## src/verilog/dct_map.vh

```
// Register offsets, field positions, reset values and timing counts of the dual counter/timer control.
// Assumes inclusion by bare name from each design file; definitions only.
`ifndef DCT_MAP_VH
`define DCT_MAP_VH

// Register offsets on the plain register port (8-bit address).
`define DCT_ADDR_SHORT_CTRL 8'h00
`define DCT_ADDR_COMMON_CTRL 8'h01
`define DCT_ADDR_LONG_CTRL 8'h02
`define DCT_ADDR_SHORT_RELOAD 8'h03
`define DCT_ADDR_LONG_RELOAD_LO 8'h04
`define DCT_ADDR_LONG_RELOAD_HI 8'h05
`define DCT_ADDR_RISING_CAPTURE 8'h06
`define DCT_ADDR_FALLING_CAPTURE 8'h07
`define DCT_ADDR_LONG_CAPTURE_LO 8'h08
`define DCT_ADDR_LONG_CAPTURE_HI 8'h09

// Common control fields.
`define DCT_CC_MODE 7
`define DCT_CC_LOGIC_HI 5
`define DCT_CC_LOGIC_LO 4
`define DCT_CC_SUB_HI 3
`define DCT_CC_SUB_LO 2
`define DCT_CC_INIT_SHORT 1
`define DCT_CC_INIT_LONG 0

// Counter control fields, same layout for both counters.
`define DCT_CT_ENABLE 7
`define DCT_CT_SINGLE 6
`define DCT_CT_TIMEOUT 5
`define DCT_CT_CLK_HI 4
`define DCT_CT_CLK_LO 3
`define DCT_CT_CAP_MASK 2
`define DCT_CT_TMO_MASK 1
`define DCT_CT_PIN 0

// Field codes.
`define DCT_LOGIC_AND 2'h0
`define DCT_LOGIC_OR 2'h1
`define DCT_LOGIC_NOR 2'h2
`define DCT_LOGIC_NAND 2'h3
`define DCT_SUB_NORMAL 2'h0
`define DCT_SUB_ALTERNATE 2'h1
`define DCT_EDGE_FALLING 2'h0
`define DCT_EDGE_RISING 2'h1

// Reset values and demodulation load values.
`define DCT_RST_BYTE 8'h00
`define DCT_RST_WORD 16'h0000
`define DCT_DEMOD_SHORT_LOAD 8'hFF
`define DCT_DEMOD_LONG_LOAD 16'hFFFF

// Glitch filter: a new input level must stand this many system clocks per code.
`define DCT_GLITCH_CNT_W 4
`define DCT_GLITCH_0 4'h1
`define DCT_GLITCH_1 4'h2
`define DCT_GLITCH_2 4'h4
`define DCT_GLITCH_3 4'h8

`endif

```

## src/verilog/dct_top.v

```verilog
// Dual counter/timer control: an 8-bit short counter and a 16-bit long counter with
// transmit and demodulation modes, register port and port pin outputs.
// Assumes a single 100 MHz system clock, synchronous inputs and a master that never waits.
//
// The strobed register port was decided locally.
`timescale 1ns/100ps
`default_nettype none
`include "dct_map.vh"

module dct_top (
  input wire sys_clk,
  input wire srst,
  input wire stop_wake_recovery,
  input wire [7:0] addr,
  input wire [7:0] wr_data,
  input wire wr_en,
  input wire rd_en,
  output reg [7:0] rd_data,
  input wire demod_in,
  output reg short_counter_pin,
  output reg short_pin_sel,
  output reg long_counter_pin,
  output reg long_pin_sel,
  output reg combined_pin,
  output reg combined_pin_sel,
  output wire short_capture_irq,
  output wire short_timeout_irq,
  output wire long_capture_irq,
  output wire long_timeout_irq
);

  // One-hot states of the alternating sequence.
  localparam [2:0] PP_IDLE = 3'b001;
  localparam [2:0] PP_SHORT = 3'b010;
  localparam [2:0] PP_LONG = 3'b100;

  wire rst_all;
  wire wr_short, wr_common, wr_long;
  wire demod;
  wire [1:0] logic_sel, sub_sel;
  wire s_tick, l_tick, e_rise, e_fall;
  wire rise_det, fall_det, edge_det;
  wire s_act, l_act, s_term, l_term;
  wire s_start, l_start;
  wire short_counter_output, long_counter_output;
  reg comb_out;
  reg [7:0] common_q;
  reg s_en_q, s_single_q, s_tmo_q, s_capm_q, s_tmom_q, s_pin_q;
  reg [1:0] s_clk_q;
  reg l_en_q, l_single_q, l_tmo_q, l_capm_q, l_tmom_q, l_pin_q;
  reg [1:0] l_clk_q;
  reg [7:0] s_reload_q, s_cnt_q, rising_capture_q, falling_capture_q;
  reg [15:0] l_reload_q, l_cnt_q, l_capture_q;
  reg s_out_q, l_out_q, s_arm_q, l_arm_q;
  reg [2:0] pp_state_q;
  reg [2:0] pp_state_d;

  assign rst_all = srst || stop_wake_recovery;
  assign wr_short = wr_en && (addr == `DCT_ADDR_SHORT_CTRL);
  assign wr_common = wr_en && (addr == `DCT_ADDR_COMMON_CTRL);
  assign wr_long = wr_en && (addr == `DCT_ADDR_LONG_CTRL);
  assign demod = common_q[`DCT_CC_MODE];
  assign logic_sel = common_q[`DCT_CC_LOGIC_HI:`DCT_CC_LOGIC_LO];
  assign sub_sel = common_q[`DCT_CC_SUB_HI:`DCT_CC_SUB_LO];

  // ------------------------------------------------------------
  // Prescalers and input edge detector
  // ------------------------------------------------------------
  dct_prescaler u_short_div (
    .sys_clk(sys_clk),
    .srst(rst_all),
    .run(s_en_q),
    .div_sel(s_clk_q),
    .tick(s_tick)
  );

  dct_prescaler u_long_div (
    .sys_clk(sys_clk),
    .srst(rst_all),
    .run(l_en_q),
    .div_sel(l_clk_q),
    .tick(l_tick)
  );

  dct_edge_filter u_edge (
    .sys_clk(sys_clk),
    .srst(rst_all),
    .sig_in(demod_in),
    .width_sel(sub_sel),
    .rise(e_rise),
    .fall(e_fall)
  );

  // Edge selection: 00 falling, 01 rising, 1x both.
  assign rise_det = demod && e_rise && (logic_sel != `DCT_EDGE_FALLING);
  assign fall_det = demod && e_fall && (logic_sel != `DCT_EDGE_RISING);
  assign edge_det = rise_det || fall_det;

  // ------------------------------------------------------------
  // Transmit sequencing
  // ------------------------------------------------------------
  // Terminal count is reached on a tick while the count stands at zero.
  assign s_act = s_en_q && ((sub_sel != `DCT_SUB_ALTERNATE) || (pp_state_q != PP_LONG));
  assign l_act = l_en_q && ((sub_sel != `DCT_SUB_ALTERNATE) || (pp_state_q != PP_SHORT));
  assign s_term = !demod && s_act && s_tick && (s_cnt_q == 8'h00);
  assign l_term = !demod && l_act && l_tick && (l_cnt_q == 16'h0000);
  assign s_start = wr_short && wr_data[`DCT_CT_ENABLE] && !s_en_q;
  assign l_start = wr_long && wr_data[`DCT_CT_ENABLE] && !l_en_q;

  // Alternating sequence: the short counter runs first, each end hands over to the other.
  always @* begin
    pp_state_d = pp_state_q;
    case (pp_state_q)
      PP_IDLE: begin
        if (s_en_q || l_en_q) begin
          pp_state_d = PP_SHORT;
        end
      end
      PP_SHORT: begin
        if (s_term) begin
          pp_state_d = PP_LONG;
        end
      end
      PP_LONG: begin
        if (l_term) begin
          pp_state_d = PP_SHORT;
        end
      end
      default: pp_state_d = PP_IDLE;
    endcase
    // Leaving the alternating setting ends the sequence at once.
    if (demod || (sub_sel != `DCT_SUB_ALTERNATE) || (!s_en_q && !l_en_q)) begin
      pp_state_d = PP_IDLE;
    end
  end

  always @(posedge sys_clk) begin
    if (rst_all) begin
      pp_state_q <= PP_IDLE;
    end else begin
      pp_state_q <= pp_state_d;
    end
  end

  // ------------------------------------------------------------
  // Common control register
  // ------------------------------------------------------------
  // In demodulation the two low bits are edge flags; a new edge wins over a clear.
  always @(posedge sys_clk) begin
    if (rst_all) begin
      common_q <= `DCT_RST_BYTE;
    end else begin
      if (wr_common) begin
        common_q[7:2] <= {wr_data[7], 1'b0, wr_data[5:2]};
      end
      if (!demod) begin
        if (wr_common) begin
          common_q[1:0] <= wr_data[1:0];
        end
      end else begin
        if (rise_det) begin
          common_q[`DCT_CC_INIT_SHORT] <= 1'b1;
        end else if (wr_common && wr_data[`DCT_CC_INIT_SHORT]) begin
          common_q[`DCT_CC_INIT_SHORT] <= 1'b0;
        end
        if (fall_det) begin
          common_q[`DCT_CC_INIT_LONG] <= 1'b1;
        end else if (wr_common && wr_data[`DCT_CC_INIT_LONG]) begin
          common_q[`DCT_CC_INIT_LONG] <= 1'b0;
        end
      end
    end
  end

  // ------------------------------------------------------------
  // Counter control registers
  // ------------------------------------------------------------
  // Clock field and capture mask survive stop recovery and clear only on power-on reset.
  always @(posedge sys_clk) begin
    if (srst) begin
      s_clk_q <= 2'h0;
      s_capm_q <= 1'b0;
      l_clk_q <= 2'h0;
      l_capm_q <= 1'b0;
    end else begin
      if (wr_short) begin
        s_clk_q <= wr_data[`DCT_CT_CLK_HI:`DCT_CT_CLK_LO];
        s_capm_q <= wr_data[`DCT_CT_CAP_MASK];
      end
      if (wr_long) begin
        l_clk_q <= wr_data[`DCT_CT_CLK_HI:`DCT_CT_CLK_LO];
        l_capm_q <= wr_data[`DCT_CT_CAP_MASK];
      end
    end
  end

  // Enable, mode, masks, routing and timeout flags; single pass drops the enable at its end.
  always @(posedge sys_clk) begin
    if (rst_all) begin
      s_en_q <= 1'b0;
      s_single_q <= 1'b0;
      s_tmom_q <= 1'b0;
      s_pin_q <= 1'b0;
      s_tmo_q <= 1'b0;
      l_en_q <= 1'b0;
      l_single_q <= 1'b0;
      l_tmom_q <= 1'b0;
      l_pin_q <= 1'b0;
      l_tmo_q <= 1'b0;
    end else begin
      if (wr_short) begin
        s_en_q <= wr_data[`DCT_CT_ENABLE];
        s_single_q <= wr_data[`DCT_CT_SINGLE];
        s_tmom_q <= wr_data[`DCT_CT_TMO_MASK];
        s_pin_q <= wr_data[`DCT_CT_PIN];
      end else if (s_term && s_single_q) begin
        s_en_q <= 1'b0;
      end
      if (wr_long) begin
        l_en_q <= wr_data[`DCT_CT_ENABLE];
        l_single_q <= wr_data[`DCT_CT_SINGLE];
        l_tmom_q <= wr_data[`DCT_CT_TMO_MASK];
        l_pin_q <= wr_data[`DCT_CT_PIN];
      end else if (l_term && l_single_q) begin
        l_en_q <= 1'b0;
      end
      // Set wins over a write-1 clear in the same cycle; a write of 0 leaves the flag alone.
      if (s_term || (demod && s_arm_q && s_tick && !edge_det && (s_cnt_q == 8'h01))) begin
        s_tmo_q <= 1'b1;
      end else if (wr_short && wr_data[`DCT_CT_TIMEOUT]) begin
        s_tmo_q <= 1'b0;
      end
      if (l_term || (demod && l_arm_q && l_tick && !(edge_det && !l_single_q) && (l_cnt_q == 16'h0001))) begin
        l_tmo_q <= 1'b1;
      end else if (wr_long && wr_data[`DCT_CT_TIMEOUT]) begin
        l_tmo_q <= 1'b0;
      end
    end
  end

  // ------------------------------------------------------------
  // Reload data registers
  // ------------------------------------------------------------
  always @(posedge sys_clk) begin
    if (rst_all) begin
      s_reload_q <= `DCT_RST_BYTE;
      l_reload_q <= `DCT_RST_WORD;
    end else begin
      if (wr_en && (addr == `DCT_ADDR_SHORT_RELOAD)) begin
        s_reload_q <= wr_data;
      end
      if (wr_en && (addr == `DCT_ADDR_LONG_RELOAD_LO)) begin
        l_reload_q[7:0] <= wr_data;
      end
      if (wr_en && (addr == `DCT_ADDR_LONG_RELOAD_HI)) begin
        l_reload_q[15:8] <= wr_data;
      end
    end
  end

  // ------------------------------------------------------------
  // Short counter
  // ------------------------------------------------------------
  // Transmit: count down, toggle and reload at terminal count. Demodulation: the first
  // edge arms, later edges capture the complemented count and reload all ones.
  always @(posedge sys_clk) begin
    if (rst_all) begin
      s_cnt_q <= `DCT_RST_BYTE;
      s_out_q <= 1'b0;
      s_arm_q <= 1'b0;
      rising_capture_q <= `DCT_RST_BYTE;
      falling_capture_q <= `DCT_RST_BYTE;
    end else if (s_start) begin
      s_cnt_q <= demod ? `DCT_DEMOD_SHORT_LOAD : s_reload_q;
      s_out_q <= common_q[`DCT_CC_INIT_SHORT];
      s_arm_q <= 1'b0;
    end else if (!s_en_q) begin
      s_arm_q <= 1'b0;
    end else if (demod) begin
      if (edge_det) begin
        s_arm_q <= 1'b1;
        s_cnt_q <= `DCT_DEMOD_SHORT_LOAD;
        if (s_arm_q && rise_det) begin
          rising_capture_q <= ~s_cnt_q;
        end
        if (s_arm_q && fall_det) begin
          falling_capture_q <= ~s_cnt_q;
        end
      end else if (s_arm_q && s_tick) begin
        s_cnt_q <= s_cnt_q - 8'h01;
      end
    end else if (s_term) begin
      s_cnt_q <= s_reload_q;
      s_out_q <= ~s_out_q;
    end else if (s_act && s_tick) begin
      s_cnt_q <= s_cnt_q - 8'h01;
    end
  end

  // ------------------------------------------------------------
  // Long counter
  // ------------------------------------------------------------
  always @(posedge sys_clk) begin
    if (rst_all) begin
      l_cnt_q <= `DCT_RST_WORD;
      l_out_q <= 1'b0;
      l_arm_q <= 1'b0;
      l_capture_q <= `DCT_RST_WORD;
    end else if (l_start) begin
      l_cnt_q <= demod ? `DCT_DEMOD_LONG_LOAD : l_reload_q;
      l_out_q <= common_q[`DCT_CC_INIT_LONG];
      l_arm_q <= 1'b0;
    end else if (!l_en_q) begin
      l_arm_q <= 1'b0;
    end else if (demod) begin
      if (edge_det && !l_single_q) begin
        l_arm_q <= 1'b1;
        l_cnt_q <= `DCT_DEMOD_LONG_LOAD;
        if (l_arm_q) begin
          l_capture_q <= ~l_cnt_q;
        end
      end else if (l_arm_q && l_tick) begin
        l_cnt_q <= l_cnt_q - 16'h0001;
      end
    end else if (l_term) begin
      l_cnt_q <= l_reload_q;
      l_out_q <= ~l_out_q;
    end else if (l_act && l_tick) begin
      l_cnt_q <= l_cnt_q - 16'h0001;
    end
  end

  // ------------------------------------------------------------
  // Outputs and pin routing
  // ------------------------------------------------------------
  // Unless the long level is forced, a stopped counter shows the opposite of its initial level so starting gives an edge.
  assign short_counter_output = s_en_q ? s_out_q : ~common_q[`DCT_CC_INIT_SHORT];
  assign long_counter_output = (!demod && sub_sel[1]) ? sub_sel[0] :
                               (l_en_q ? l_out_q : ~common_q[`DCT_CC_INIT_LONG]);

  // Combining function of the two outputs.
  always @* begin
    case (logic_sel)
      `DCT_LOGIC_AND: comb_out = short_counter_output & long_counter_output;
      `DCT_LOGIC_OR: comb_out = short_counter_output | long_counter_output;
      `DCT_LOGIC_NOR: comb_out = ~(short_counter_output | long_counter_output);
      default: comb_out = ~(short_counter_output & long_counter_output);
    endcase
  end

  // Pins are registered, so a forced level shows one cycle after the write.
  always @(posedge sys_clk) begin
    if (rst_all) begin
      short_counter_pin <= 1'b0;
      short_pin_sel <= 1'b0;
      long_counter_pin <= 1'b0;
      long_pin_sel <= 1'b0;
      combined_pin <= 1'b0;
      combined_pin_sel <= 1'b0;
    end else begin
      short_counter_pin <= short_counter_output;
      short_pin_sel <= s_pin_q;
      long_counter_pin <= long_counter_output;
      long_pin_sel <= l_pin_q;
      combined_pin <= comb_out;
      combined_pin_sel <= !demod && s_pin_q && l_pin_q &&
                          (common_q[`DCT_CC_LOGIC_HI:`DCT_CC_LOGIC_LO] == logic_sel);
    end
  end

  // Interrupt requests are level outputs gated by their enables.
  assign short_capture_irq = s_capm_q && demod && (common_q[1] || common_q[0]);
  assign short_timeout_irq = s_tmom_q && s_tmo_q;
  assign long_capture_irq = l_capm_q && demod && (common_q[1] || common_q[0]);
  assign long_timeout_irq = l_tmom_q && l_tmo_q;

  // ------------------------------------------------------------
  // Register read port
  // ------------------------------------------------------------
  // Read data stand only in the cycle after the strobe; unmapped offsets read zero.
  always @(posedge sys_clk) begin
    if (srst) begin
      rd_data <= `DCT_RST_BYTE;
    end else if (!rd_en) begin
      rd_data <= `DCT_RST_BYTE;
    end else begin
      case (addr)
        `DCT_ADDR_SHORT_CTRL: rd_data <= {s_en_q, s_single_q, s_tmo_q, s_clk_q, s_capm_q, s_tmom_q, s_pin_q};
        `DCT_ADDR_COMMON_CTRL: rd_data <= common_q;
        `DCT_ADDR_LONG_CTRL: rd_data <= {l_en_q, l_single_q, l_tmo_q, l_clk_q, l_capm_q, l_tmom_q, l_pin_q};
        `DCT_ADDR_SHORT_RELOAD: rd_data <= s_reload_q;
        `DCT_ADDR_LONG_RELOAD_LO: rd_data <= l_reload_q[7:0];
        `DCT_ADDR_LONG_RELOAD_HI: rd_data <= l_reload_q[15:8];
        `DCT_ADDR_RISING_CAPTURE: rd_data <= rising_capture_q;
        `DCT_ADDR_FALLING_CAPTURE: rd_data <= falling_capture_q;
        `DCT_ADDR_LONG_CAPTURE_LO: rd_data <= l_capture_q[7:0];
        `DCT_ADDR_LONG_CAPTURE_HI: rd_data <= l_capture_q[15:8];
        default: rd_data <= `DCT_RST_BYTE;
      endcase
    end
  end

endmodule // dct_top
`default_nettype wire

```

## src/verilog/dct_prescaler.v

```verilog
// Counter clock prescaler: a one-cycle enable at the system clock divided by 1, 2, 4 or 8.
// Assumes a single system clock domain and synchronous active-high reset.
`timescale 1ns/100ps
`default_nettype none
`include "dct_map.vh"

module dct_prescaler (
  input wire sys_clk,
  input wire srst,
  input wire run,
  input wire [1:0] div_sel,
  output wire tick
);

  reg [2:0] div_q;
  reg [2:0] mask;

  // ------------------------------------------------------------
  // Divider
  // ------------------------------------------------------------
  // Mask of the low divider bits that must all be set for a tick.
  always @* begin
    case (div_sel)
      2'h0: mask = 3'h0;
      2'h1: mask = 3'h1;
      2'h2: mask = 3'h3;
      default: mask = 3'h7;
    endcase
  end

  // The divider restarts while stopped so the first interval is full.
  always @(posedge sys_clk) begin
    if (srst || !run) begin
      div_q <= 3'h0;
    end else begin
      div_q <= div_q + 3'h1;
    end
  end

  assign tick = run && ((div_q & mask) == mask);

endmodule // dct_prescaler
`default_nettype wire

```

## src/verilog/dct_edge_filter.v

```verilog
// Glitch filter and edge detector on the demodulation input.
// Assumes the input is already synchronous to sys_clk.
`timescale 1ns/100ps
`default_nettype none
`include "dct_map.vh"

module dct_edge_filter (
  input wire sys_clk,
  input wire srst,
  input wire sig_in,
  input wire [1:0] width_sel,
  output wire rise,
  output wire fall
);

  reg level_q;
  reg [`DCT_GLITCH_CNT_W-1:0] cnt_q;
  reg [`DCT_GLITCH_CNT_W-1:0] need;
  wire accept;

  // ------------------------------------------------------------
  // Filter
  // ------------------------------------------------------------
  // Required stable length for the selected glitch width.
  always @* begin
    case (width_sel)
      2'h0: need = `DCT_GLITCH_0;
      2'h1: need = `DCT_GLITCH_1;
      2'h2: need = `DCT_GLITCH_2;
      default: need = `DCT_GLITCH_3;
    endcase
  end

  // A pulse shorter than the window is dropped, since the count restarts on each bounce.
  assign accept = (sig_in != level_q) && ((cnt_q + 4'h1) >= need);

  always @(posedge sys_clk) begin
    if (srst) begin
      level_q <= 1'b0;
      cnt_q <= 4'h0;
    end else if (sig_in == level_q) begin
      cnt_q <= 4'h0;
    end else if (accept) begin
      level_q <= sig_in;
      cnt_q <= 4'h0;
    end else begin
      cnt_q <= cnt_q + 4'h1;
    end
  end

  assign rise = accept && sig_in;
  assign fall = accept && !sig_in;

endmodule // dct_edge_filter
`default_nettype wire

```

## config.mk

```make
export PLATFORM = sky130hd
export DESIGN_NAME = dct_top
export DESIGN_NICKNAME = d
export VERILOG_FILES = /design/src/verilog/dct_top.v /design/src/verilog/dct_prescaler.v /design/src/verilog/dct_edge_filter.v
export VERILOG_INCLUDE_DIRS = /design/src /design/src/verilog
export SDC_FILE = /design/constraint.sdc
export NUM_CORES = 1
export LEC_CHECK = 0
export ABC_AREA = 1
export BUFFER_PORTS_ARGS = -buffer_cell sky130_fd_sc_hd__buf_4
export CELL_PAD_IN_SITES_DETAIL_PLACEMENT = 0
export CELL_PAD_IN_SITES_GLOBAL_PLACEMENT = 1
export CORE_UTILIZATION = 48
export CTS_CLUSTER_DIAMETER = 120
export DETAILED_ROUTE_END_ITERATION = 10
export GPL_ROUTABILITY_DRIVEN = 0
export PLACE_DENSITY = 0.84
export SLEW_MARGIN = 20
export SYNTH_ARGS = -nofsm -noshare
export SYNTH_HDL_FRONTEND = slang
export SYNTH_SLANG_ARGS = --single-unit
```

## constraint.sdc

```tcl
create_clock -name sys_clk -period 4.8 [get_ports sys_clk]
set_input_delay 0.48 -clock sys_clk [delete_from_list [all_inputs] [get_ports sys_clk]]
set_output_delay 0.48 -clock sys_clk [all_outputs]
set_load 0.01 [all_outputs]
```

Word-level counts from Yosys, hierarchy flattened
Index checks and enable logic that the tools add are counted.

storage, ports and cells
  register bits after elaboration = 135
  input bits = 22
  output and inout bits = 18
  logic and storage cells = 268

cells by class
  $add $sub $neg = 5
  $lt $le $gt $ge = 1
  equal/unequal tests = 39
  mux-type cells = 50
  bitwise operators = 18
  reductions and logical operators = 114

operators by type and width
  operator                                                                count
  16-bit 2-to-1 mux                                                       8
  8-bit case mux with 10 select lines                                     1
  8-bit 2-to-1 mux                                                        8
  1-bit logical AND                                                       58
  8-bit by 3-bit equality test with 1-bit output, second input constant   4
  3-bit case mux with 3 select lines                                      3
  1-bit 2-to-1 mux                                                        23
  2-bit nonzero test                                                      10
  16-bit by 1-bit equality test with 1-bit output, second input constant  1
  8-bit by 1-bit equality test with 1-bit output, second input constant   2
  8-bit by 2-bit equality test with 1-bit output, second input constant   2
  8-bit by 4-bit equality test with 1-bit output, second input constant   2
  16-bit logical NOT                                                      1
  8-bit logical NOT                                                       2
  16-bit NOT                                                              1
  16-bit by 1-bit subtractor with 16-bit output, second input constant    1
  3-bit AND reduction                                                     5
  5-bit AND reduction                                                     3
  1-bit logical OR                                                        12
  1-bit NOT                                                               12
  4-bit case mux with 3 select lines                                      1
  2-bit inequality test, second input constant                            5
  2-bit AND reduction                                                     5
  3-bit 2-to-1 mux                                                        3
  28 further kinds                                                        54

Depth between registers and ports, before layout
Gate-level depths: netlist of the first run.

  depth in word-level cells = 14
  gate-level depth with buffers = 17
  mapped depth without buffers = 16

Modules after synthesis
Synthesis of the first run repeated with hierarchy kept, for this count alone.

unflattened totals
  cell total of the unflattened synthesis = 1,074
  area, all modules = 7,133.1 sq um

modules (own cells, without submodules)
  module           instances  cells each  area an instance (sq um)  seq. area each (sq um)
  dct_top          1          985         6,480.0                   2,482.4
  dct_edge_filter  1          53          382.9                     100.1
  dct_prescaler    2          18          135.1                     60.1

Worst setup path after synthesis of the first run
Ideal clock, no wire load.

  kind = register -> register
  start = register u_edge.cnt_q[0]
  end = register l_cnt_q[11]
  library setup time = 115 ps
  arrival time = 2,209 ps
  data required time = 4,685 ps
  slack = 2,476 ps
  stages on the path, launching flop included = 17
  path buffers = 1
  period minus slack after synthesis = 2,324 ps
  path through = dfxtp_1 > ha_1 > inv_1 > or2_2 > nand2_1 > ha_1 > nand2_1 > inv_1 > nand3_1 > nand3_2 > o211ai_4 > nand3_2 > nand2_4 > inv_2 > buf_4 > o21ai_1 > nor2_1

on the way
  word-level cells in the longest chain between the ends = 12
  elaborated cells between the ends (all ways) = 17
  those cells by class = add/sub (1); order compare (1); eq/ne (1); mux (4); reduce/logical (10)

RTL lines
  item                                               line                                        source
  start, declared                                    dct_edge_filter.v:17                        reg [`DCT_GLITCH_CNT_W-1:0] cnt_q;
  start signal, assigned                             dct_edge_filter.v:47                        cnt_q <= cnt_q + 4'h1;
  4-bit by 1-bit adder with 4-bit output (*)         dct_edge_filter.v:35                        assign accept = (sig_in != level_q) && ((cnt_q + 4'h1) >= need);
  4-bit >= comparator (*)                            dct_edge_filter.v:35
  1-bit logical AND (*)                              dct_edge_filter.v:35
  1-bit logical AND (on tied branches)               dct_edge_filter.v:51, dct_edge_filter.v:52
  1-bit logical AND (on tied branches) (2 in a row)  dct_top.v:95, dct_top.v:96
  1-bit logical OR (*)                               dct_top.v:97                                assign edge_det = rise_det || fall_det;
  1-bit logical AND (*)                              dct_top.v:316                               if (edge_det && !l_single_q) begin
  16-bit 2-to-1 mux                                  dct_top.v:316
  16-bit 2-to-1 mux                                  dct_top.v:315                               end else if (demod) begin
  16-bit 2-to-1 mux                                  dct_top.v:313                               end else if (!l_en_q) begin
  16-bit 2-to-1 mux                                  dct_top.v:309                               end else if (l_start) begin
  end signal, assigned                               dct_top.v:310                               l_cnt_q <= demod ? `DCT_DEMOD_LONG_LOAD : l_reload_q;
  end signal, assigned                               dct_top.v:318                               l_cnt_q <= `DCT_DEMOD_LONG_LOAD;
  end signal, assigned                               dct_top.v:323                               l_cnt_q <= l_cnt_q - 16'h0001;
  end, declared                                      dct_top.v:53                                reg [15:0] l_reload_q, l_cnt_q, l_capture_q;

Mark *: on every way between the ends. The rest lies on a longest branch, timed or not. The select of a mux whose other input is x is not followed.
A chain may end at the register's enable or synchronous reset.

Worst setup path in the final report of the first run
  start = register common_q[7]
  end = output port long_capture_irq

on the way
  word-level cells in the longest chain between the ends = 2

RTL lines
  item                            line           source
  start, declared                 dct_top.v:47   reg [7:0] common_q;
  start signal, assigned          dct_top.v:151  common_q <= `DCT_RST_BYTE;
  start signal, assigned          dct_top.v:154  common_q[7:2] <= {wr_data[7], 1'b0, wr_data[5:2]};
  1-bit logical AND (2 in a row)  dct_top.v:374  assign long_capture_irq = l_capm_q && demod && (common_q[1] || common_q[0]);
  end, declared                   dct_top.v:28   output wire long_capture_irq,

No other way between the ends.

==> results of run 1 <==
-- worst paths after layout --
| check | depth (start not counted) | slack, ns | end | start |
|---|---|---|---|---|
| worst max register to register | 15 | 1.94 | l_cnt_q[1] | u_edge.cnt_q[0] |
| worst min-delay path | 3 | 0.36 | s_single_q | wr_data[6] |
| worst min register to register | 2 | 0.45 | rising_capture_q[4] | rising_capture_q[4] |
| worst max-delay path | 3 | 1.71 | long_capture_irq | common_q[7] |
-- placed cells by master, fill, tap and decap left out, types with 2 or more instances in the layout --
cell type	instances
inv_2	13
nand3_4	3
nand4_1	9
a32oi_1	2
nor2_2	8
nor3_1	13
nor4_1	2
nand3_2	5
clkinv_2	3
ha_1	11
nand3b_1	2
a211oi_1	2
nor2_1	129
bufinv_16	5
xnor2_1	4
nand2_2	6
clkinv_1	4
o21bai_1	2
o2111ai_1	2
nand3_1	72
xor2_1	15
o21ai_1	34
inv_1	110
a31oi_1	2
o21ai_0	95
buf_4	41
o22ai_1	6
nor3_4	2
nand2_1	185
a22oi_1	2
o211ai_1	3
nor2_4	9
dfxtp_1	135
a21oi_1	106
clkinvlp_4	3
clkbuf_16	17
-- state kept, by name, indices dropped and copies added, names as in the netlist, 2 cells and up --
register / count
s_reload_q: 8
s_clk_q: 2
l_reload_q: 16
rd_data: 8
pp_state_q: 3
l_clk_q: 2
l_cnt_q: 16
u_edge.cnt_q: 4
u_short_div.div_q: 3
common_q: 7
s_cnt_q: 8
falling_capture_q: 8
rising_capture_q: 8
u_long_div.div_q: 3
l_capture_q: 16
-- per-stage QoR --
step	std cells	total power, mW	setup WS [ns]	cell area, um2	hold WS, ns
finish	1259	2.65	1.71	8120	0.356
detailed placement	1229	1.23	1.91	7470	0.443
global route	1259	2.71	1.62	8120	0.348
CTS	1259	2.65	1.75	8110	0.344
floorplan	1038	1.19	2.48	7080	0.406
global placement	1229	1.23	2.00	7470	0.437
-- power breakdown --
part | switching [mW] | total, mW | leakage (nW) | internal, mW
logic | 0.0542 | 0.0785 | 2.07 | 0.0243
registers | 0.00128 | 1.12 | 1.09 | 1.12
clock network | 0.519 | 1.45 | 0.304 | 0.930
total | 0.575 | 2.65 | 3.46 | 2.08
-- worst max-delay path: cells and delay by family, from the launching register on --
| kind | cells | cell delay [ns] |
|---|---|---|
| buf+inv | 2 | 0.89 |
| flops | 1 | 0.78 |
| simple gates | 1 | 0.51 |
-- area by class of cell --
class	count	area, um2
Tap cell	184	230
Clock buffer	18	439
Multi-Input combinational cell	741	3750
Inverter	128	482
Sequential cell	135	2700
Timing Repair Buffer	41	308
Clock inverter	12	200
Fill cell	1470	6360
-- metal layers --
layer | part of all wire | global-route usage | routed length, um
met1 | 0.45 | 0.391 | 10000
met2 | 0.47 | 0.503 | 10300
met3 | 0.040 | 0.0544 | 893
met4 | 0.037 | 0.141 | 809
met5 | 0 | 0 | 0
-- kinds of logic after synthesis --
family	after synthesis
XOR/XNOR	19
AND/OR/NAND/NOR	448
flip-flops	135
adder cells (fa/ha/maj)	11
AO/OA/AOI/OAI	263
buffers and inverters	162
==> qor.yml, run 1 <==
outcome: "finished clean"
nets: 1097
synthAdderAreaFrac: 0.0194
arrival_ns: 2.61
synth_fp_nets: 1071
wl_per_cell_um: 17.5
fp.dieH_um: 123
synth-edff-count: 0
core.rowCount: 44
slowest_stage: "dfxtp_1"
final_util: 0.560
yosysMostFrequentCell: "nand2_1"
dp_hpwl_um: 16400
relSlewSlack: 0.414
cap_violations: 0
drv_slew: 0
worstHoldPathType: "in2reg"
synth.top_cell.area_share: 0.382
drc: 0
grt_antenna_before_repair: 0
firstDrtPassIters: 5
p_leak_nw: 3.46
ys_types: 46
ctsResizeCount: 0
setup-violations-final: 0
synth_xor_area_frac: 0.0235
min_period_ns: 3.09
ys_async_sr_fraction: 0
ant_nets: 0
cts_hold_buffers: 0
synth_top_cell_by_area: "dfxtp_1"
ys_ff_latch: 135
clkLatencyLatePin_ns: 0.42
grt_usage: 0.307
gr-total-overflow: 0
drive_above_1_share: 0.114
io_buffers: 39
cts_tree: "built"
fin_tns_setup_ns: 0
synthMuxAreaShare: 0
yosys-top-cells-count: "nand2_1 (185), dfxtp_1 (135), nor2_1 (130), inv_1 (110), a21oi_1 (106)"
timing_hold_violations_final: 0
grt_pass1_vias: 6251
cts-root-buf: "clkbuf_16"
grt_pass1_wl_um: 34700
fin_crit_sh: 0.644
io_pins: 40
synth_compound_area_frac: 0.198
start_util: 0.489
synthesis.instances: 1038
synth_top_family_by_area: "simple AND/OR/NAND/NOR gates"
powerDensity_nw_per_um2: 327
yosys-top-cells-area: "dfxtp_1 (38%), nand2_1 (9.8%), a21oi_1 (7.5%)"
cp.required_ns: 4.32
synth-main-ff-cell: "dfxtp_1"
avgSynthCellArea_um2: 6.82
initialDrtViolationCount: 501
grt_max_degree: 92
syn_area_um2: 7080
cp_cell_sequence: "clkinv_1 -> nor3_1 -> buf_4"
die_x_um: 123
start_kind: "flop"
routed_via_density: 5.47
clk_path_buf_depth: 2
cts_max_level: 4
cts_buffers: 17
yosys_warnings: 0
cp-end-kind: "output port"
post-cts-setup-buffers: 0
cts.clk_slew.worst_paths_ns: 0.06
path_class: "reg2out"
seq_area_frac_synth: 0.382
tightest_slew_ns: 0.871
core_um2: 14500
rsz0062_at_grt: "no"
drt_wl_total_um: 22100
crit_path_max_incr_delay_ns: 0.78
ir_worst_vdd_mv: 0.246
cts_sinks: 135
synthSimpleGateAreaFrac: 0.288
die_area_um2: 15200
antenna_cells: 0
num_vias: 6888
cp_max_fo: 19
max_freq_mhz: 323
synthToLayoutAreaGrowth_pct: 14.6
skew_ns: 0.00727
Power figures use the tool's default switching activity.
==> inputs of run 2 (changes only) <==
--- a/config.mk
+++ b/config.mk
@@ -10,11 +10,11 @@
 export BUFFER_PORTS_ARGS = -buffer_cell sky130_fd_sc_hd__buf_4
 export CELL_PAD_IN_SITES_DETAIL_PLACEMENT = 0
 export CELL_PAD_IN_SITES_GLOBAL_PLACEMENT = 1
-export CORE_UTILIZATION = 48
+export CORE_UTILIZATION = 44
 export CTS_CLUSTER_DIAMETER = 120
 export DETAILED_ROUTE_END_ITERATION = 10
 export GPL_ROUTABILITY_DRIVEN = 0
-export PLACE_DENSITY = 0.84
+export PLACE_DENSITY = 0.77
 export SLEW_MARGIN = 20
 export SYNTH_ARGS = -nofsm -noshare
 export SYNTH_HDL_FRONTEND = slang
==> constraint.sdc (replaced) <==
create_clock -name sys_clk -period 3.1 [get_ports sys_clk]
set_input_delay 0.31 -clock sys_clk [delete_from_list [all_inputs] [get_ports sys_clk]]
set_output_delay 0.31 -clock sys_clk [all_outputs]
set_load 0.01 [all_outputs]
==> run 2 against run 1 <==
Worst setup slack got worse by 1.4 ns. Non-clock buffer count increased by 6. Core utilization shrank 3.9 points. Wire length up 2.9%. Sequential share of layout area down 0.42 points. Global-route usage shrank 1.9 points. Die area up 8.9%. Clock power is 57% higher. Clock skew grew 0.0048 ns. Combinational power rose by 55%. Sequential cell count unchanged. First-iteration DRC count is 3.8% higher. Largest power group unchanged.
==> qor.yml, run 2 (synthesis gave the netlist of run 1 again) <==
final_cell_count_no_fill: 1298
fp.dieH_um: 129
cts_tree: "built"
reg2reg_slack_ns: 0.31
initialDrtViolationCount: 520
dp_slack_ns: 0.354
grt_max_degree: 92
synthToLayoutAreaGrowth_pct: 16.0
cts_buffers: 17
die_area_um2: 16600
setup_ws_ns: 0.305
core.rowCount: 46
gr-total-overflow: 0
cts_max_level: 4
arrival_ns: 3.11
drt_wl_total_um: 22700
final_common_cell: "nand2_1"
cts-root-buf: "clkbuf_16"
hold_end: "u_edge.level_q"
wl_per_cell_um: 17.5
cts_sinks: 135
cp-end-kind: "flop"
grt_pass1_vias: 6315
outcome: "finished clean"
ant_nets: 0
grt_pass1_wl_um: 35500
worstHoldPathType: "in2reg"
rsz0062_at_grt: "no"
clkLatencyLatePin_ns: 0.43
cp_top_family: "simple AND/OR/NAND/NOR gates"
firstDrtPassIters: 5
core_um2: 15800
r2r_start: "u_edge.cnt_q[0]"
start_util: 0.449
fin_tns_setup_ns: 0
final_cell_mix: "nand2_1 (185), dfxtp_1 (135), nor2_1 (129)"
ir_worst_vdd_mv: 0.425
ctsResizeCount: 0
min-delay-start: "demod_in"
slowest_stage: "dfxtp_1"
r2r_end: "l_cnt_q[1]"
dpl.cell_count: 1267
drc: 0
max_freq_mhz: 358
cp_max_fo: 13
grt_usage: 0.288
dp_hpwl_um: 16900
nets: 1103
io_pins: 40
hold_depth: 3
tightest_slew_ns: 0.957
cts.clk_slew.worst_paths_ns: 0.06
grt_antenna_before_repair: 0
drive_above_1_share: 0.119
die_x_um: 129
cts_hold_buffers: 0
post-cts-setup-buffers: 0
fin_crit_sh: 0.902
cp_cell_sequence: "ha_1 -> inv_1 -> or2_2 -> nand2_1 -> ha_1 -> nand2_1 -> inv_1 -> nand3_1 -> nand3_2 -> o211ai_4 -> nand3_2 -> nand2_4 -> inv_2 -> o21ai_1 -> nor2_1"
reg.largest.list: "l_capture_q x16, l_cnt_q x16, l_reload_q x16"
setup-violations-final: 0
skew_ns: 0.0121
clk_path_buf_depth: 2
num_vias: 6845
p_leak_nw: 3.50
reg2regPathDepth: 15
cp_num_buf_inv: 3
drv_slew: 0
crit_path_max_incr_delay_ns: 0.38
powerDensity_nw_per_um2: 504
min_period_ns: 2.79
routed_via_density: 5.27
relSlewSlack: 0.356
cap_violations: 0
cp.required_ns: 3.41
timing_hold_violations_final: 0
antenna_cells: 0
path_class: "reg2reg"
io_buffers: 39
start_kind: "flop"
run 2: worst max-delay path by stage:
stage / endpoint / slack, ns / start / depth (start not counted)
final: l_cnt_q[1] / 0.31 / u_edge.cnt_q[0] / 15
after global routing: l_cnt_q[1] / 0.08 / u_edge.cnt_q[0] / 15
after CTS: l_cnt_q[1] / 0.34 / u_edge.cnt_q[0] / 15
after detailed placement: l_cnt_q[1] / 0.35 / u_edge.cnt_q[0] / 15
after global placement: l_cnt_q[4] / 0.40 / u_edge.cnt_q[0] / 15
after floorplan: l_cnt_q[11] / 0.78 / u_edge.cnt_q[0] / 16
run 2: cell type report:
| cell class | instances | area [um2] |
|---|---|---|
| sequential | 135 | 2700 |
| clock buffer | 21 | 470 |
| timing repair buffer | 47 | 353 |
| fill | 1673 | 7550 |
| inverter | 128 | 482 |
| multi-input combinational | 741 | 3750 |
| clock inverter | 10 | 191 |
| tap | 216 | 270 |
run 2: power by group:
part	internal, mW	switching, mW	leakage (nW)	total, mW
clock	1.49	0.788	0.316	2.28
combinational	0.0377	0.0842	2.10	0.122
sequential	1.74	0.00195	1.09	1.74
run 2: through the flow:
stage	utilization	cell area [um2]	total power, mW	hold WS, ns
after CTS	0.521	8220	4.16	0.173
after global routing	0.521	8220	4.26	0.164
after floorplan	-	7080	1.84	0.406
final	0.521	8220	4.14	0.184
after global placement	0.479	7560	1.90	0.420
after detailed placement	0.479	7560	1.90	0.423
run 2: worst min-delay path: stages:
cell and delay, ns:
buf_4 0.12, inv_1 0.06, a21oi_1 0.06
run 2: per-layer routing:
layer,routed length [um],part of all wire,vias up,global-route usage
li1,-,-,3503,-
met1,10100,0.45,3133,0.367
met2,11100,0.49,181,0.494
met3,949,0.042,28,0.0482
met4,506,0.022,0,0.0948
met5,0,0,-,0
